File: src/pkg/ctro_pkg.sv
// Purpose: constants for the transmit request ordering block of a CAN FD controller
// Assumes: one clock clk_sys, synchronous active-high reset, 32-bit register port
// Notes: register offsets are byte addresses of aligned words
// Operation
// [RL1] A request raised between the 2nd and 3rd intermission sample, in receiver state with nothing pending, can start a frame with a stale identifier.
// [RL2] A dominant sample on the 3rd intermission bit counts as start of frame.
// [RL3] The activity field reads 10 in receiver state, the only state with the window.
// [RL4] A stale-identifier frame runs as a normal frame and raises no error.
// [RL5] On acknowledge the event record carries the requested buffer's identifier.
// [RL6] The three new-message flags are set at the last end-of-frame bit of an accepted frame.
// [RL7] Three intermission bits follow the last end-of-frame bit.
// [RL8] Software requests only while something is pending or not receiving, else waits 3 bit times after the receive flag.
// [RL9] Software may keep two or more lowest-priority empty filler frames pending.
// [RL10] Software clears the change-enable bit and requests before first leaving init.
// [RL11] Pending same-identifier buffers go out lowest buffer number first.
// [RL12] Requests raised one by one with gaps may go out of buffer-number order.
// [RL13] Software loads same-identifier messages first and requests them in one write.
// [RL14] Queue buffers with one identifier go out in the order of the buffers they landed in.
// [RL15] The queue put index points at the lowest-numbered free queue buffer.
// [RL16] Software uses a FIFO, ordered requests, one write or one reused buffer for order.
// [RL17] Each add-request bit written as one marks its buffer pending, all in one access.
package ctro_pkg;
  localparam logic [7:0] OFS_CTRL = 8'h00;
  localparam logic [7:0] OFS_STATUS = 8'h04;
  localparam logic [7:0] OFS_ADD_REQ = 8'h08;
  localparam logic [7:0] OFS_PENDING = 8'h0C;
  localparam logic [7:0] OFS_QUEUE_ADD = 8'h10;
  localparam logic [7:0] OFS_IRQ_STAT = 8'h14;
  localparam logic [7:0] OFS_IRQ_MASK = 8'h18;
  localparam int CTRL_INIT_BIT = 0;
  localparam int CTRL_CCE_BIT = 1;
  localparam int STAT_ACT_LSB = 0;
  localparam int STAT_PUT_LSB = 8;
  localparam int STAT_QFULL_BIT = 12;
  localparam int IRQ_W = 4;
  localparam int IRQ_DRX = 0;
  localparam int IRQ_F0 = 1;
  localparam int IRQ_F1 = 2;
  localparam int IRQ_TXD = 3;
  localparam logic [1:0] TGT_DED = 2'h0;
  localparam logic [1:0] TGT_F0 = 2'h1;
  localparam logic [1:0] TGT_F1 = 2'h2;
  localparam logic [1:0] ACT_SYNC = 2'h0;
  localparam logic [1:0] ACT_IDLE = 2'h1;
  localparam logic [1:0] ACT_RX = 2'h2;
  localparam logic [1:0] ACT_TX = 2'h3;
  localparam logic [1:0] IFS_CNT_RST = 2'h0;
  localparam logic [1:0] IFS_CNT_2ND = 2'h1;
  localparam logic [1:0] IFS_CNT_3RD = 2'h2;
  localparam logic RST_INIT = 1'b1;
  localparam logic RST_CCE = 1'b0;
  typedef enum logic [1:0] {
    CTRO_IDLE = 2'b00,
    CTRO_RX = 2'b01,
    CTRO_IFS = 2'b11,
    CTRO_TX = 2'b10
  } ctro_state_e;
endpackage : ctro_pkg

File: src/rtl/ctro_core.sv
// Purpose: transmit request latching, buffer selection and queue put index
// Assumes: bit engine signals are on clk_sys; bus_level 0 means dominant
// Notes: shift register snapshot is taken at the 2nd intermission sample
`timescale 1ns/1ns
module ctro_core #(
  parameter int NDED = 4,
  parameter int NQ = 4,
  parameter int IDW = 29
) (
  input wire logic clk_sys,
  input wire logic rst,
  input wire logic [7:0] reg_addr,
  input wire logic [31:0] reg_wdata,
  input wire logic reg_wr,
  input wire logic reg_rd,
  output logic [31:0] reg_rdata,
  input wire logic bit_sample,
  input wire logic bus_level,
  input wire logic eof_last,
  input wire logic arb_lost,
  input wire logic tx_ack,
  input wire logic rx_valid,
  input wire logic [1:0] rx_target,
  input wire logic [(NDED+NQ)*IDW-1:0] buf_id_flat,
  output logic [1:0] protocol_activity_state,
  output logic tx_start,
  output logic [IDW-1:0] tx_shift_id,
  output logic [$clog2(NDED+NQ)-1:0] tx_shift_index,
  output logic evt_wr,
  output logic [IDW-1:0] evt_id,
  output logic rx_dedicated_buffer_new_flag,
  output logic rx_fifo0_new_flag,
  output logic rx_fifo1_new_flag,
  output logic irq
);
  localparam int NB = NDED + NQ;
  localparam int IW = $clog2(NB);
  localparam int QW = $clog2(NQ);

  ////////////////////////////////////////////////////////////////////////////
  // helpers

  // lowest set bit of the pending vector
  function automatic logic [IW-1:0] lowest_set(input logic [NB-1:0] v);
    logic [IW-1:0] r;
    r = '0;
    for (int i = NB - 1; i >= 0; i--) begin
      if (v[i]) begin
        r = IW'(i);
      end
    end
    return r;
  endfunction : lowest_set

  // lowest clear bit of the queue part
  function automatic logic [QW-1:0] lowest_free(input logic [NQ-1:0] v);
    logic [QW-1:0] r;
    r = '0;
    for (int i = NQ - 1; i >= 0; i--) begin
      if (!v[i]) begin
        r = QW'(i);
      end
    end
    return r;
  endfunction : lowest_free

  ctro_pkg::ctro_state_e state, next_state;
  logic [1:0] ifs_cnt, next_ifs_cnt;
  logic from_rx, next_from_rx;
  logic loaded, next_loaded;
  logic [IDW-1:0] shift_id, next_shift_id;
  logic [IW-1:0] shift_idx, next_shift_idx;
  logic [IW-1:0] tx_idx, next_tx_idx;
  logic next_start;
  logic init, next_init;
  logic cce, next_cce;
  logic [NB-1:0] pending, next_pending;
  logic [ctro_pkg::IRQ_W-1:0] irq_stat, next_irq_stat;
  logic [ctro_pkg::IRQ_W-1:0] irq_mask, next_irq_mask;
  logic [31:0] next_rdata;
  logic next_evt_wr;
  logic [IDW-1:0] next_evt_id;
  logic [1:0] act;
  logic pend_any;
  logic [IW-1:0] low_idx;
  logic [IDW-1:0] low_id;
  logic [IDW-1:0] req_id;
  logic [QW-1:0] put_idx;
  logic q_full;
  logic ack_now;

  // selection and identifier lookup
  assign pend_any = |pending;
  assign low_idx = lowest_set(pending);
  assign low_id = buf_id_flat[low_idx*IDW +: IDW];
  assign req_id = buf_id_flat[tx_idx*IDW +: IDW];
  assign put_idx = lowest_free(pending[NB-1:NDED]); // [RL15] [RL14]
  assign q_full = &pending[NB-1:NDED];
  assign ack_now = tx_ack && (state == ctro_pkg::CTRO_TX);

  ////////////////////////////////////////////////////////////////////////////
  // protocol sequencer

  // next state of sequencer and shift register
  always_comb begin
    next_state = state;
    next_ifs_cnt = ifs_cnt;
    next_from_rx = from_rx;
    next_loaded = loaded;
    next_shift_id = shift_id;
    next_shift_idx = shift_idx;
    next_tx_idx = tx_idx;
    next_start = 1'b0;
    if (init) begin
      next_state = ctro_pkg::CTRO_IDLE;
      next_ifs_cnt = ctro_pkg::IFS_CNT_RST;
      next_loaded = 1'b0;
    end else begin
      case (state)
        ctro_pkg::CTRO_IDLE: begin
          if (pend_any) begin
            next_state = ctro_pkg::CTRO_TX;
            next_shift_id = low_id; // [RL11]
            next_shift_idx = low_idx;
            next_tx_idx = low_idx;
            next_start = 1'b1;
          end else if (bit_sample && !bus_level) begin
            next_state = ctro_pkg::CTRO_RX;
          end
        end
        ctro_pkg::CTRO_RX: begin
          if (eof_last) begin
            next_state = ctro_pkg::CTRO_IFS; // [RL7]
            next_ifs_cnt = ctro_pkg::IFS_CNT_RST;
            next_from_rx = 1'b1;
            next_loaded = 1'b0;
          end
        end
        ctro_pkg::CTRO_TX: begin
          if (eof_last) begin
            next_state = ctro_pkg::CTRO_IFS; // [RL7]
            next_ifs_cnt = ctro_pkg::IFS_CNT_RST;
            next_from_rx = 1'b0;
            next_loaded = 1'b0;
          end else if (arb_lost) begin
            next_state = ctro_pkg::CTRO_RX;
          end
        end
        ctro_pkg::CTRO_IFS: begin
          if (bit_sample) begin
            next_ifs_cnt = ifs_cnt + 2'h1;
            // snapshot at the 2nd bit; later requests miss it
            if (ifs_cnt == ctro_pkg::IFS_CNT_2ND && pend_any) begin
              next_shift_id = low_id; // [RL11] [RL12]
              next_shift_idx = low_idx;
              next_loaded = 1'b1;
            end
            if (ifs_cnt == ctro_pkg::IFS_CNT_3RD) begin
              next_ifs_cnt = ctro_pkg::IFS_CNT_RST;
              if (!bus_level) begin
                // dominant 3rd bit is start of frame
                if (pend_any) begin
                  next_state = ctro_pkg::CTRO_TX; // [RL2]
                  next_start = 1'b1;
                  if (loaded) begin
                    // snapshot goes out, ack must record that same buffer
                    next_tx_idx = shift_idx; // [RL5]
                  end else if (from_rx) begin
                    // receiver, no snapshot: stale id goes out, frame stays valid
                    next_tx_idx = low_idx;
                    next_shift_id = shift_id; // [RL1] [RL4]
                    next_shift_idx = shift_idx;
                  end else begin
                    // not receiver: no window, fresh load
                    next_tx_idx = low_idx; // [RL3]
                    next_shift_id = low_id;
                    next_shift_idx = low_idx;
                  end
                end else begin
                  next_state = ctro_pkg::CTRO_RX; // [RL2]
                end
              end else if (pend_any) begin
                next_state = ctro_pkg::CTRO_TX;
                next_shift_id = low_id; // [RL11]
                next_shift_idx = low_idx;
                next_tx_idx = low_idx;
                next_start = 1'b1;
              end else begin
                next_state = ctro_pkg::CTRO_IDLE;
              end
            end
          end
        end
        default: begin
          next_state = ctro_pkg::CTRO_IDLE;
        end
      endcase
    end
  end

  // sequencer registers
  always_ff @(posedge clk_sys) begin
    if (rst) begin
      state <= ctro_pkg::CTRO_IDLE;
      ifs_cnt <= ctro_pkg::IFS_CNT_RST;
      from_rx <= 1'b0;
      loaded <= 1'b0;
      shift_id <= '0;
      shift_idx <= '0;
      tx_idx <= '0;
      tx_start <= 1'b0;
    end else begin
      state <= next_state;
      ifs_cnt <= next_ifs_cnt;
      from_rx <= next_from_rx;
      loaded <= next_loaded;
      shift_id <= next_shift_id;
      shift_idx <= next_shift_idx;
      tx_idx <= next_tx_idx;
      tx_start <= next_start;
    end
  end

  // activity encoding, receiver role kept through intermission
  always_comb begin
    if (init) begin
      act = ctro_pkg::ACT_SYNC;
    end else if (state == ctro_pkg::CTRO_RX) begin
      act = ctro_pkg::ACT_RX; // [RL3]
    end else if (state == ctro_pkg::CTRO_TX) begin
      act = ctro_pkg::ACT_TX;
    end else if (state == ctro_pkg::CTRO_IFS) begin
      act = from_rx ? ctro_pkg::ACT_RX : ctro_pkg::ACT_TX; // [RL3]
    end else begin
      act = ctro_pkg::ACT_IDLE;
    end
  end

  assign protocol_activity_state = act;
  assign tx_shift_id = shift_id;
  assign tx_shift_index = shift_idx;

  ////////////////////////////////////////////////////////////////////////////
  // register file

  // next values of software-visible state
  always_comb begin
    logic [NB-1:0] set_v;
    logic [NB-1:0] clr_v;
    logic [ctro_pkg::IRQ_W-1:0] ev;
    set_v = '0;
    clr_v = '0;
    ev = '0;
    next_init = init;
    next_cce = cce;
    next_irq_mask = irq_mask;
    next_rdata = 32'h0000_0000;
    next_evt_wr = 1'b0;
    next_evt_id = evt_id;
    // acknowledged frame: record the requested buffer id
    if (ack_now) begin
      clr_v[tx_idx] = 1'b1;
      next_evt_wr = 1'b1;
      next_evt_id = req_id; // [RL5]
      ev[ctro_pkg::IRQ_TXD] = 1'b1;
    end
    // new-message flags at the last end-of-frame bit
    if (eof_last && rx_valid && !init) begin
      ev[ctro_pkg::IRQ_DRX] = (rx_target == ctro_pkg::TGT_DED); // [RL6]
      ev[ctro_pkg::IRQ_F0] = (rx_target == ctro_pkg::TGT_F0); // [RL6]
      ev[ctro_pkg::IRQ_F1] = (rx_target == ctro_pkg::TGT_F1); // [RL6]
    end
    next_irq_stat = irq_stat | ev;
    if (reg_wr) begin
      if (reg_addr == ctro_pkg::OFS_CTRL) begin
        next_init = reg_wdata[ctro_pkg::CTRL_INIT_BIT];
        // change enable only sticks while init stays set
        next_cce = reg_wdata[ctro_pkg::CTRL_INIT_BIT] &&
                   reg_wdata[ctro_pkg::CTRL_CCE_BIT]; // [RL10]
      end else if (reg_addr == ctro_pkg::OFS_ADD_REQ) begin
        if (!cce) begin
          set_v = reg_wdata[NB-1:0]; // [RL17] [RL13]
        end
      end else if (reg_addr == ctro_pkg::OFS_QUEUE_ADD) begin
        if (!cce && !q_full) begin
          set_v[IW'(NDED) + IW'(put_idx)] = 1'b1; // [RL15] [RL14]
        end
      end else if (reg_addr == ctro_pkg::OFS_IRQ_STAT) begin
        // write one clears, a new event wins
        next_irq_stat = (irq_stat & ~reg_wdata[ctro_pkg::IRQ_W-1:0]) | ev;
      end else if (reg_addr == ctro_pkg::OFS_IRQ_MASK) begin
        next_irq_mask = reg_wdata[ctro_pkg::IRQ_W-1:0];
      end
    end
    next_pending = (pending & ~clr_v) | set_v; // [RL17]
    if (reg_rd) begin
      if (reg_addr == ctro_pkg::OFS_CTRL) begin
        next_rdata[ctro_pkg::CTRL_INIT_BIT] = init;
        next_rdata[ctro_pkg::CTRL_CCE_BIT] = cce;
      end else if (reg_addr == ctro_pkg::OFS_STATUS) begin
        next_rdata[ctro_pkg::STAT_ACT_LSB +: 2] = act;
        next_rdata[ctro_pkg::STAT_PUT_LSB +: QW] = put_idx;
        next_rdata[ctro_pkg::STAT_QFULL_BIT] = q_full;
      end else if (reg_addr == ctro_pkg::OFS_PENDING) begin
        next_rdata[NB-1:0] = pending;
      end else if (reg_addr == ctro_pkg::OFS_IRQ_STAT) begin
        next_rdata[ctro_pkg::IRQ_W-1:0] = irq_stat;
      end else if (reg_addr == ctro_pkg::OFS_IRQ_MASK) begin
        next_rdata[ctro_pkg::IRQ_W-1:0] = irq_mask;
      end
    end
  end

  // register file registers
  always_ff @(posedge clk_sys) begin
    if (rst) begin
      init <= ctro_pkg::RST_INIT;
      cce <= ctro_pkg::RST_CCE;
      pending <= '0;
      irq_stat <= '0;
      irq_mask <= '0;
      reg_rdata <= 32'h0000_0000;
      evt_wr <= 1'b0;
      evt_id <= '0;
    end else begin
      init <= next_init;
      cce <= next_cce;
      pending <= next_pending;
      irq_stat <= next_irq_stat;
      irq_mask <= next_irq_mask;
      reg_rdata <= next_rdata;
      evt_wr <= next_evt_wr;
      evt_id <= next_evt_id;
    end
  end

  // flags and interrupt
  assign rx_dedicated_buffer_new_flag = irq_stat[ctro_pkg::IRQ_DRX];
  assign rx_fifo0_new_flag = irq_stat[ctro_pkg::IRQ_F0];
  assign rx_fifo1_new_flag = irq_stat[ctro_pkg::IRQ_F1];
  assign irq = |(irq_stat & irq_mask);
endmodule : ctro_core

File: config.mk
export PLATFORM = sky130hd
export DESIGN_NAME = ctro_core
export DESIGN_NICKNAME = d
export VERILOG_FILES = /design/src/pkg/ctro_pkg.sv /design/src/rtl/ctro_core.sv
export SDC_FILE = /design/constraint.sdc
export NUM_CORES = 1
export LEC_CHECK = 0
export BUFFER_PORTS_ARGS = -buffer_cell sky130_fd_sc_hd__buf_2
export CORE_AREA = 2 2 149 151
export CTS_CLUSTER_SIZE = 10
export DETAILED_ROUTE_END_ITERATION = 10
export DIE_AREA = 0 0 151 153
export GPL_TIMING_DRIVEN = 0
export PLACE_DENSITY = 0.65
export SETUP_SLACK_MARGIN = 0.15
export SLEW_MARGIN = 25
export SYNTH_ARGS = -nofsm -noshare
export SYNTH_HDL_FRONTEND = slang
export SYNTH_SLANG_ARGS = --single-unit
File: constraint.sdc
create_clock -name clk_sys -period 2.8 [get_ports clk_sys]
set_input_delay 0.14 -clock clk_sys [delete_from_list [all_inputs] [get_ports clk_sys]]
set_output_delay 0.14 -clock clk_sys [all_outputs]
set_load 0.03 [all_outputs]
Word level (Yosys, flattened, before mapping)
Index checks and enable logic that the tools add are counted.

Input port bits: 284. Bits in registers: 122. Word-level logic and storage cells: 198. Memories: 0. Memory bits (writable): 0. Output and inout port bits: 101. Bits in latches: 0. ROM bits: 0.

Divide/modulo/power cells: 0. Bitwise logic cells: 16. Shifts and indexed selects: 2. Add/sub/neg operators: 2. Multiply operators: 2. Multiplexer cells: 92. Equality and inequality tests: 24. Order comparisons: 4. Reductions and logical operators: 36.

Operators with widths (count): indexed part select 232 x 9 -> 29 bit (2); 2-to-1 mux 29 bit (9); 2-to-1 mux 3 bit (24); one-hot mux 29 bit (2 select lines) (1); 2-to-1 mux 8 bit (7); 2-to-1 mux 2 bit (23); 2-to-1 mux 4 bit (8); == test 8 x 5 -> 1 bit (second input constant) (3); == test 8 x 4 -> 1 bit (second input constant) (2); multiplier 3 x 5 -> 8 bit (second input constant) (2); AND reduction 5 bit (3); inequality test 2 bit (second input constant) (6); one-hot mux 3 bit (2 select lines) (2); AND reduction 4 bit (3); OR reduction 4 bit (3); 2-to-1 mux 1 bit (11); logical AND 1 bit (9); inequality test 3 bit (second input constant) (3); bitwise AND 4 bit (2); bitwise AND 8 bit (1); == test 2 bit (second input constant) (4); == test 8 x 3 -> 1 bit (second input constant) (1); logical NOT 8 bit (1); less-than comparator 3 x 4 -> 1 bit (second input constant) (2); other kinds (24) (46).

Longest topological paths before layout
Gate-level depths: netlist of run 1.

Word-level depth: 17. Mapped depth: 11.

Least setup slack after synthesis of run 1
No wires, ideal clock.

Path type: reg-to-reg. Start point: register pending[0]. End point: register shift_id[27] (netlist: tx_shift_id[27]). Required time: 2.668 ns. Path slack: 0.770 ns. Cell stages (with the launch flop): 7. Setup time: 0.132 ns. Arrival time: 1.898 ns. Path through: dfxtp_1 > buf_6 > or2_2 > nor3_2 > mux4_2 > a211oi_1 > nor3_1.

Cells in the longest elaborated chain, start to end: 10.

Ends and longest elaborated chain: start: declaration (RTL line ctro_core.sv:77) `logic [NB-1:0] pending, next_pending;`; start signal: assignment (RTL line ctro_core.sv:328) `pending <= next_pending;`; 2-to-1 mux 3 bit (RTL line ctro_core.sv:48) `if (v[i]) begin`; multiplier 3 x 5 -> 8 bit (RTL line ctro_core.sv:95) `assign low_id = buf_id_flat[low_idx*IDW +: IDW];`; indexed part select 232 x 9 -> 29 bit (RTL line ctro_core.sv:95); 2-to-1 mux 29 bit (on tied branches) (RTL line ctro_core.sv:168, ctro_core.sv:153); 2-to-1 mux 29 bit (RTL line ctro_core.sv:165) `if (loaded) begin`; 2-to-1 mux 29 bit (RTL line ctro_core.sv:162) `if (pend_any) begin`; 2-to-1 mux 29 bit (RTL line ctro_core.sv:160) `if (!bus_level) begin`; 2-to-1 mux 29 bit (RTL line ctro_core.sv:158) `if (ifs_cnt == ctro_pkg::IFS_CNT_3RD) begin`; 2-to-1 mux 29 bit (RTL line ctro_core.sv:150) `if (bit_sample) begin`; one-hot mux 29 bit (2 select lines) (RTL line ctro_core.sv:119) `case (state)`; end signal: assignment (RTL line ctro_core.sv:217) `shift_id <= next_shift_id;`; end: declaration (RTL line ctro_core.sv:71) `logic [IDW-1:0] shift_id, next_shift_id;`.

Several ways; a longest one is shown, not always the timed one. The select of a mux whose other input is x is not followed. A chain may end at the register's enable or synchronous reset.

Worst setup path after layout of run 1
Start point: register pending[1]. End point: register shift_id[27] (netlist: tx_shift_id[27]).

Cells in the longest elaborated chain, start to end: 11.

Ends and longest elaborated chain (RTL line): 2-to-1 mux 3 bit (2 in a row) (ctro_core.sv:48); multiplier 3 x 5 -> 8 bit (ctro_core.sv:95); indexed part select 232 x 9 -> 29 bit (ctro_core.sv:95); 2-to-1 mux 29 bit (on tied branches) (ctro_core.sv:168, ctro_core.sv:153); 2-to-1 mux 29 bit (ctro_core.sv:165); 2-to-1 mux 29 bit (ctro_core.sv:162); 2-to-1 mux 29 bit (ctro_core.sv:160); 2-to-1 mux 29 bit (ctro_core.sv:158); 2-to-1 mux 29 bit (ctro_core.sv:150); one-hot mux 29 bit (2 select lines) (ctro_core.sv:119).

Several ways; a longest one is shown, not always the timed one. The select of a mux whose other input is x is not followed.

==> results of run 1 <==
[per-stage QoR]
step	util	setup slack, ns	cells	hold slack, ns
after floorplan	-	0.7700	909	0.2651
after global placement	0.4723	0.01439	1527	0.3923
after detailed placement	0.4723	0.003311	1527	0.3981
after CTS	0.4877	0.1714	1543	0.02084
after global routing	0.4900	0.1420	1550	0.04007
final	0.4900	0.2252	1550	0.01545
[kinds of logic (layout without fill, tap and decap cells)]
| kind of cell | after synthesis | in the layout | share of synthesized area |
|---|---|---|---|
| AOI/OAI and AO/OA | 264 | 264 | 0.2715 |
| adders and majority gates | 4 | 4 | 0.006232 |
| buffers and inverters | 120 | 476 | 0.07976 |
| DFF | 101 | 101 | 0.2518 |
| muxes | 110 | 110 | 0.2253 |
| other | 1 | 26 | 0.0004669 |
| and+or+nand+nor | 289 | 289 | 0.1650 |
[critical path, cell delays in order (launching register included)]
cell and delay (ns):
dfxtp_1 0.30, buf_4 0.17, or2_2 0.33, nor3_2 0.52, mux4_2 0.59, a211oi_1 0.44, nor3_1 0.09
[layout by cell type (no fill, tap or decap), drive strengths merged, types with 21 or more instances in the layout]
cell,Yosys,final
mux2i,39,39
a21oi,40,40
dfxtp,101,101
mux4,55,55
a221oi,43,43
clkbuf,43,57
a211oi,33,33
buf,68,402
nor2,82,82
a311oi,42,42
conb,1,21
a32o,22,22
nand2,131,131
[worst paths after layout]
path / endpoint / depth (start not counted) / slack [ns] / from
max: tx_shift_id[27] / 6 / 0.23 / pending[1]
min: pending[4] / 3 / 0.02 / reg_wdata[4]
max reg2reg: tx_shift_id[27] / 6 / 0.23 / pending[1]
min reg2reg: tx_shift_id[20] / 2 / 0.46 / tx_shift_id[20]
[timing repair]
item                                   CTS  global route
hold buffers                             0             0
setup endpoints to repair               20            27
endpoints found under the hold margin    0             0
buffers inserted                         0             2
resized for setup                        8            16
[flip-flops by register name (all words and copies together), names as in the netlist, 2 cells and up]
signal          cells
state               2
irq_stat            4
tx_shift_id        29
ifs_cnt             2
pending             8
tx_idx              3
irq_mask            4
reg_rdata          11
evt_id             29
tx_shift_index      3
[cell type report]
| cell class | instances | share of cell area |
|---|---|---|
| Buffer | 111 | 0.06085 |
| Clock inverter | 6 | 0.006656 |
| Inverter | 9 | 0.003209 |
| Timing Repair Buffer | 340 | 0.1621 |
| Multi-Input combinational cell | 688 | 0.5179 |
| Antenna cell | 5 | 0.001188 |
| Clock buffer | 10 | 0.02270 |
| Tap cell | 280 | 0.03328 |
| Sequential cell | 101 | 0.1921 |
[cell usage after synthesis (3+ instances only)]
master    count  area share
mux2_2       16       0.022
nor2b_1       6      0.0047
a221oi_2     20       0.037
or2_2         3      0.0023
nand2_1     130       0.061
mux2i_1      39       0.049
dfxtp_1     101        0.25
o221ai_1     14       0.015
nand3_1      12      0.0075
nand2b_1     10      0.0078
nor3_1       13      0.0081
nor3b_1       3      0.0028
a21oi_1      40       0.025
buf_1        12      0.0056
o211ai_1      5      0.0047
buf_4        23       0.021
buf_2        23       0.014
a32o_1       22       0.027
mux4_2       55        0.15
o22ai_1       9      0.0070
a221oi_1     23       0.025
a311oi_1     42       0.046
a211o_1       6      0.0065
clkbuf_1     43       0.020
o21ai_0      15      0.0093
buf_6        10       0.014
and3_1        6      0.0047
ha_1          4      0.0062
a31oi_1       5      0.0039
nor2_1       81       0.038
and2_1        5      0.0039
a22oi_1       7      0.0065
a211oi_1     33       0.031
inv_1         8      0.0037
[metal layers]
layer,part of all wire,track usage,vias up,routed length (um)
li1,-,-,4199,-
met1,0.39,0.4239,4579,14880
met2,0.46,0.5063,769,17610
met3,0.12,0.07045,98,4591
met4,0.038,0.1393,0,1482
met5,0,0,-,0
[power breakdown]
| group | internal (mW) | switching (mW) |
|---|---|---|
| sequential | 1.43 | 0.000324 |
| combinational | 0.252 | 0.288 |
| clock | 0.728 | 0.652 |
==> results.ini, run 1 <==
[sta]
fmax_ghz=0.3884
grt_setup_unrepaired=no
fin_crit_ns=2.575
tns_ns=0
drv_slew=0
finalSetupViolations=0
skew_ns=0.01414
hold_violations=0
slew_headroom=0.3553
tightest_slew_ns=0.9670
period_share=0.9196

[synthesis]
ys_types=69
synth_area_um2=8031
synth_flop_cell=dfxtp_1
syn_area_per_cell_um2=9.034
synth-seq-area-share=0.2518
postSynth.asyncResetShare=0
yosys_warnings=0
synth-edff-count=0
netlist_instances=889
ys_ff_latch=101

[die]
std_cell_rows=54
ios=385
core-area_um2=21490
die_w_um=151
die_h_um=153
initial_utilization=0.3738
dieArea_um2=23100

[clock_tree]
clk_pin_slew_ns=0.07
cts_tree=yes
clk_latency_ns=0.37
cts_max_path_buffers=2
htreeDepth=3
cts-buffers-inserted=9
clock-root-buffer=clkbuf_16
cts.sinks=101

[global_routing]
grt.total_usage=0.3218
antenna_found_initial=5
overflow=0
grt_pass1_vias=9113
grt_pass1_wl_mm=55.78
grt_max_degree=18

[detailed_routing]
drt_first_pass_iters=5
drt_iter0_drc=1168
vias=9645
drtAntennaViolNets=0
drc_errors=0
viasPerCell=6.223
wl_per_cell_um=24.88
wl_mm=38.56

[setup_path]
criticalPathCategory=reg -> reg
cp.required_ns=3.03
cp-start-kind=flip-flop
arrival_ns=2.81
crit_path_end_kind=flip-flop
crit_fanout=9

[pwr]
ir_drop_mv=0.2658
p_per_area_nw_per_um2=318.7
total_power_mw=3.355
power.leakage_nw=4.343

[placement]
io_buffers=338
placed_area_um2=10150
dpl.hpwl_mm=29.46
gp_congestion=0.9341

[cells_and_area]
multiInputGateArea_um2=5453
syn_to_final_growth_pct=31.08
drive_above_1_share=0.4213
nNetsFinal=1548
regArea_um2=2022
fillers=2133
final_cell_area_um2=10530

[status]
status=finished, final reports clean

[flow_run]
maxCapViolCount=0

[hold_path]
hold_path_class=in -> reg

No activity file was read; power rests on OpenSTA's default activity.
==> run 2, diff against run 1 <==
--- a/config.mk
+++ b/config.mk
@@ -6,12 +6,12 @@
 export NUM_CORES = 1
 export LEC_CHECK = 0
 export BUFFER_PORTS_ARGS = -buffer_cell sky130_fd_sc_hd__buf_2
-export CORE_AREA = 2 2 149 151
+export CORE_AREA = 2 2 148 150
 export CTS_CLUSTER_SIZE = 10
 export DETAILED_ROUTE_END_ITERATION = 10
-export DIE_AREA = 0 0 151 153
+export DIE_AREA = 0 0 150 152
 export GPL_TIMING_DRIVEN = 0
-export PLACE_DENSITY = 0.65
+export PLACE_DENSITY = 0.68
 export SETUP_SLACK_MARGIN = 0.15
 export SLEW_MARGIN = 25
 export SYNTH_ARGS = -nofsm -noshare
==> constraint.sdc (replaced) <==
create_clock -name clk_sys -period 2.3 [get_ports clk_sys]
set_input_delay 0.115 -clock clk_sys [delete_from_list [all_inputs] [get_ports clk_sys]]
set_output_delay 0.115 -clock clk_sys [all_outputs]
set_load 0.03 [all_outputs]
==> results.ini, run 2 (synthesis gave the netlist of run 1 again) <==
[status]
status=finished, final reports clean  ; unchanged

[sta]
drv_slew=0  ; unchanged
grt_setup_unrepaired=yes  ; was no
finalSetupViolations=0  ; unchanged
hold_violations=0  ; unchanged
fin_crit_ns=2.255  ; was 2.575 ns
period_share=0.9806  ; was 0.9196
fmax_ghz=0.4434  ; was 0.3884 GHz
tightest_slew_ns=0.8900  ; was 0.9670 ns
skew_ns=0.01417  ; was 0.01414 ns
slew_headroom=0.4066  ; was 0.3553

[clock_tree]
cts.sinks=101  ; unchanged
cts_max_path_buffers=2  ; unchanged
cts-buffers-inserted=9  ; unchanged
clock-root-buffer=clkbuf_16  ; unchanged
clk_latency_ns=0.37  ; about the same
clk_pin_slew_ns=0.08  ; was 0.07 ns
cts_tree=yes  ; unchanged
htreeDepth=3  ; unchanged

[global_routing]
grt_util_met3=0.07057  ; was 0.07045
antenna_found_initial=9  ; was 5
use_met1=0.4315  ; was 0.4239
top_usage_layer=met2  ; unchanged
grt_max_degree=18  ; unchanged
overflow=0  ; unchanged
grt_pass1_vias=9581  ; was 9113
grt_pass1_wl_mm=57.17  ; was 55.78 mm
globalRouteMet2Util=0.5292  ; was 0.5063
grt.total_usage=0.3330  ; was 0.3218

[pwr]
seq_power_share=0.441  ; was 0.428
p_int_mw=2.807  ; was 2.415 mW
p_sw_mw=1.153  ; was 0.9401 mW
power.leakage_nw=4.654  ; was 4.343 nW
ir_drop_mv=0.3521  ; was 0.2658 mV
p_per_area_nw_per_um2=351.8  ; was 318.7 nW/um2
share_comb_of_total_power=0.173  ; was 0.161
pwr-share-clk=0.386  ; was 0.411
swShare=0.2912  ; was 0.2802

[die]
initial_utilization=0.3762  ; was 0.3738
die_w_um=150  ; was 151 um
std_cell_rows=54  ; unchanged
die_h_um=152  ; was 153 um
core-area_um2=21350  ; was 21490 um2
dieArea_um2=22800  ; was 23100 um2
ios=385  ; unchanged

[flow_run]
maxCapViolCount=0  ; unchanged

[detailed_routing]
vias=9950  ; was 9645
drt_first_pass_iters=7  ; was 5
wl_mm=39.76  ; was 38.56 mm
viasPerCell=6.282  ; was 6.223
wl_per_cell_um=25.10  ; was 24.88 um
drtAntennaViolNets=0  ; unchanged
drt_iter0_drc=1048  ; was 1168
drc_errors=0  ; unchanged

[placement]
gp_congestion=0.9680  ; was 0.9341
dpl.hpwl_mm=29.95  ; was 29.46 mm
io_buffers=338  ; unchanged
dp_cells=1527  ; unchanged

[hold_path]
hold-path-cell-count=3  ; unchanged
worstHoldStart=reg_wdata[7]  ; was reg_wdata[4]
hold_path_class=in -> reg  ; unchanged
hold_path_end=pending[7]  ; was pending[4]

[setup_path]
cp.required_ns=2.57  ; was 3.03 ns
criticalPathCategory=reg -> reg  ; unchanged
worst-r2r-setup-slack_ns=0.04  ; was 0.23 ns
crit_path_end_kind=flip-flop  ; unchanged
r2r_end=tx_shift_id[23]  ; was tx_shift_id[27]
crit_fanout=10  ; was 9
r2r_cells=10  ; was 6
arrival_ns=2.52  ; was 2.81 ns
cp-start-kind=flip-flop  ; unchanged
regToRegStartpoint=pending[4]  ; was pending[1]

[cells_and_area]
mostFrequentLayoutCell=buf_2  ; unchanged
fin_cells=1584  ; was 1550
final_cell_mix=buf_2 (351), nand2_1 (129), dfxtp_1 (94), nor2_1 (76), mux4_2 (55)  ; was buf_2 (360), nand2_1 (130), dfxtp_1 (101), nor2_1 (80), mux4_2 (55)
final_util=0.5272  ; was 0.4900
syn_to_final_growth_pct=40.15  ; was 31.08%
nNetsFinal=1578  ; was 1548
drive_above_1_share=0.4726  ; was 0.4213

run 2: worst max-delay path by stage:
stage / endpoint / slack (ns) / from / cells past startpoint
6_report: tx_shift_id[23] / 0.04 / pending[4] / 10
5_1_grt: tx_shift_id[8] / 0.008 / pending[1] / 12
3_5_place_dp: tx_shift_id[4] / -0.38 / pending[0] / 8
3_3_place_gp: evt_id[20] / -0.38 / tx_idx[1] / 6
4_1_cts: tx_shift_id[23] / 0.09 / pending[1] / 10
2_1_floorplan: tx_shift_id[27] / 0.27 / pending[0] / 6
run 2: timing repair:
item                                    4_1_cts  5_1_grt
cloned                                        4        0
setup buffers                                21        5
hold buffers                                  2        0
endpoints found under the setup margin       71       55
pin swaps                                    14        9
resized for setup                            94       58
endpoints found under the hold margin         2        0
run 2: worst max-delay path, stage by stage (launching register included):
cell      delay (ns)
dfxtp_1         0.32
buf_6           0.14
nor4_4          0.28
buf_4           0.20
buf_4           0.14
nor3_4          0.05
buf_4           0.15
nor2_2          0.20
buf_4           0.28
a311oi_2        0.16
a32o_1          0.22
run 2: power groups by stage:
| stage | clock, mW | sequential, mW | combinational, mW |
|---|---|---|---|
| after floorplan | 0 | 1.79 | 0.273 |
| after CTS | 1.53 | 1.75 | 0.653 |
| after global placement | 0 | 1.79 | 0.635 |
| after detailed placement | 0 | 1.79 | 0.642 |
| final | 1.53 | 1.75 | 0.685 |
| after global routing | 1.60 | 1.75 | 0.719 |
run 2: layout make-up:
cell class                      count  area, um2
Timing Repair Buffer              370       2041
Inverter                            9      33.78
Antenna cell                        9      22.52
Fill cell                        2029      10090
Multi-Input combinational cell    688       5705
Clock inverter                      6      46.29
Tap cell                          280      350.3
Sequential cell                   101       2031
Buffer                            111      797.0
Clock buffer                       10      229.0
run 2: through the flow:
stage               setup slack [ns]  hold slack, ns  power, mW  setup TNS (ns)  cell area, um2
floorplan                     0.2700          0.2401      2.062               0            8107
global placement             -0.3834          0.3652      2.424          -13.08           10150
detailed placement           -0.3818          0.3754      2.430          -13.86           10150
CTS                          0.08855         0.01105      3.928               0           10990
global route                0.008025         0.02851      4.067               0           11250
finish                       0.04473         0.01363      3.960               0           11260
run 2: layer usage:
metal  vias up  routed length [um]
met5         -                   0
met4         0                1709
met3       134                4394
met2       762               18520
met1      4785               15140
li1       4269                   -
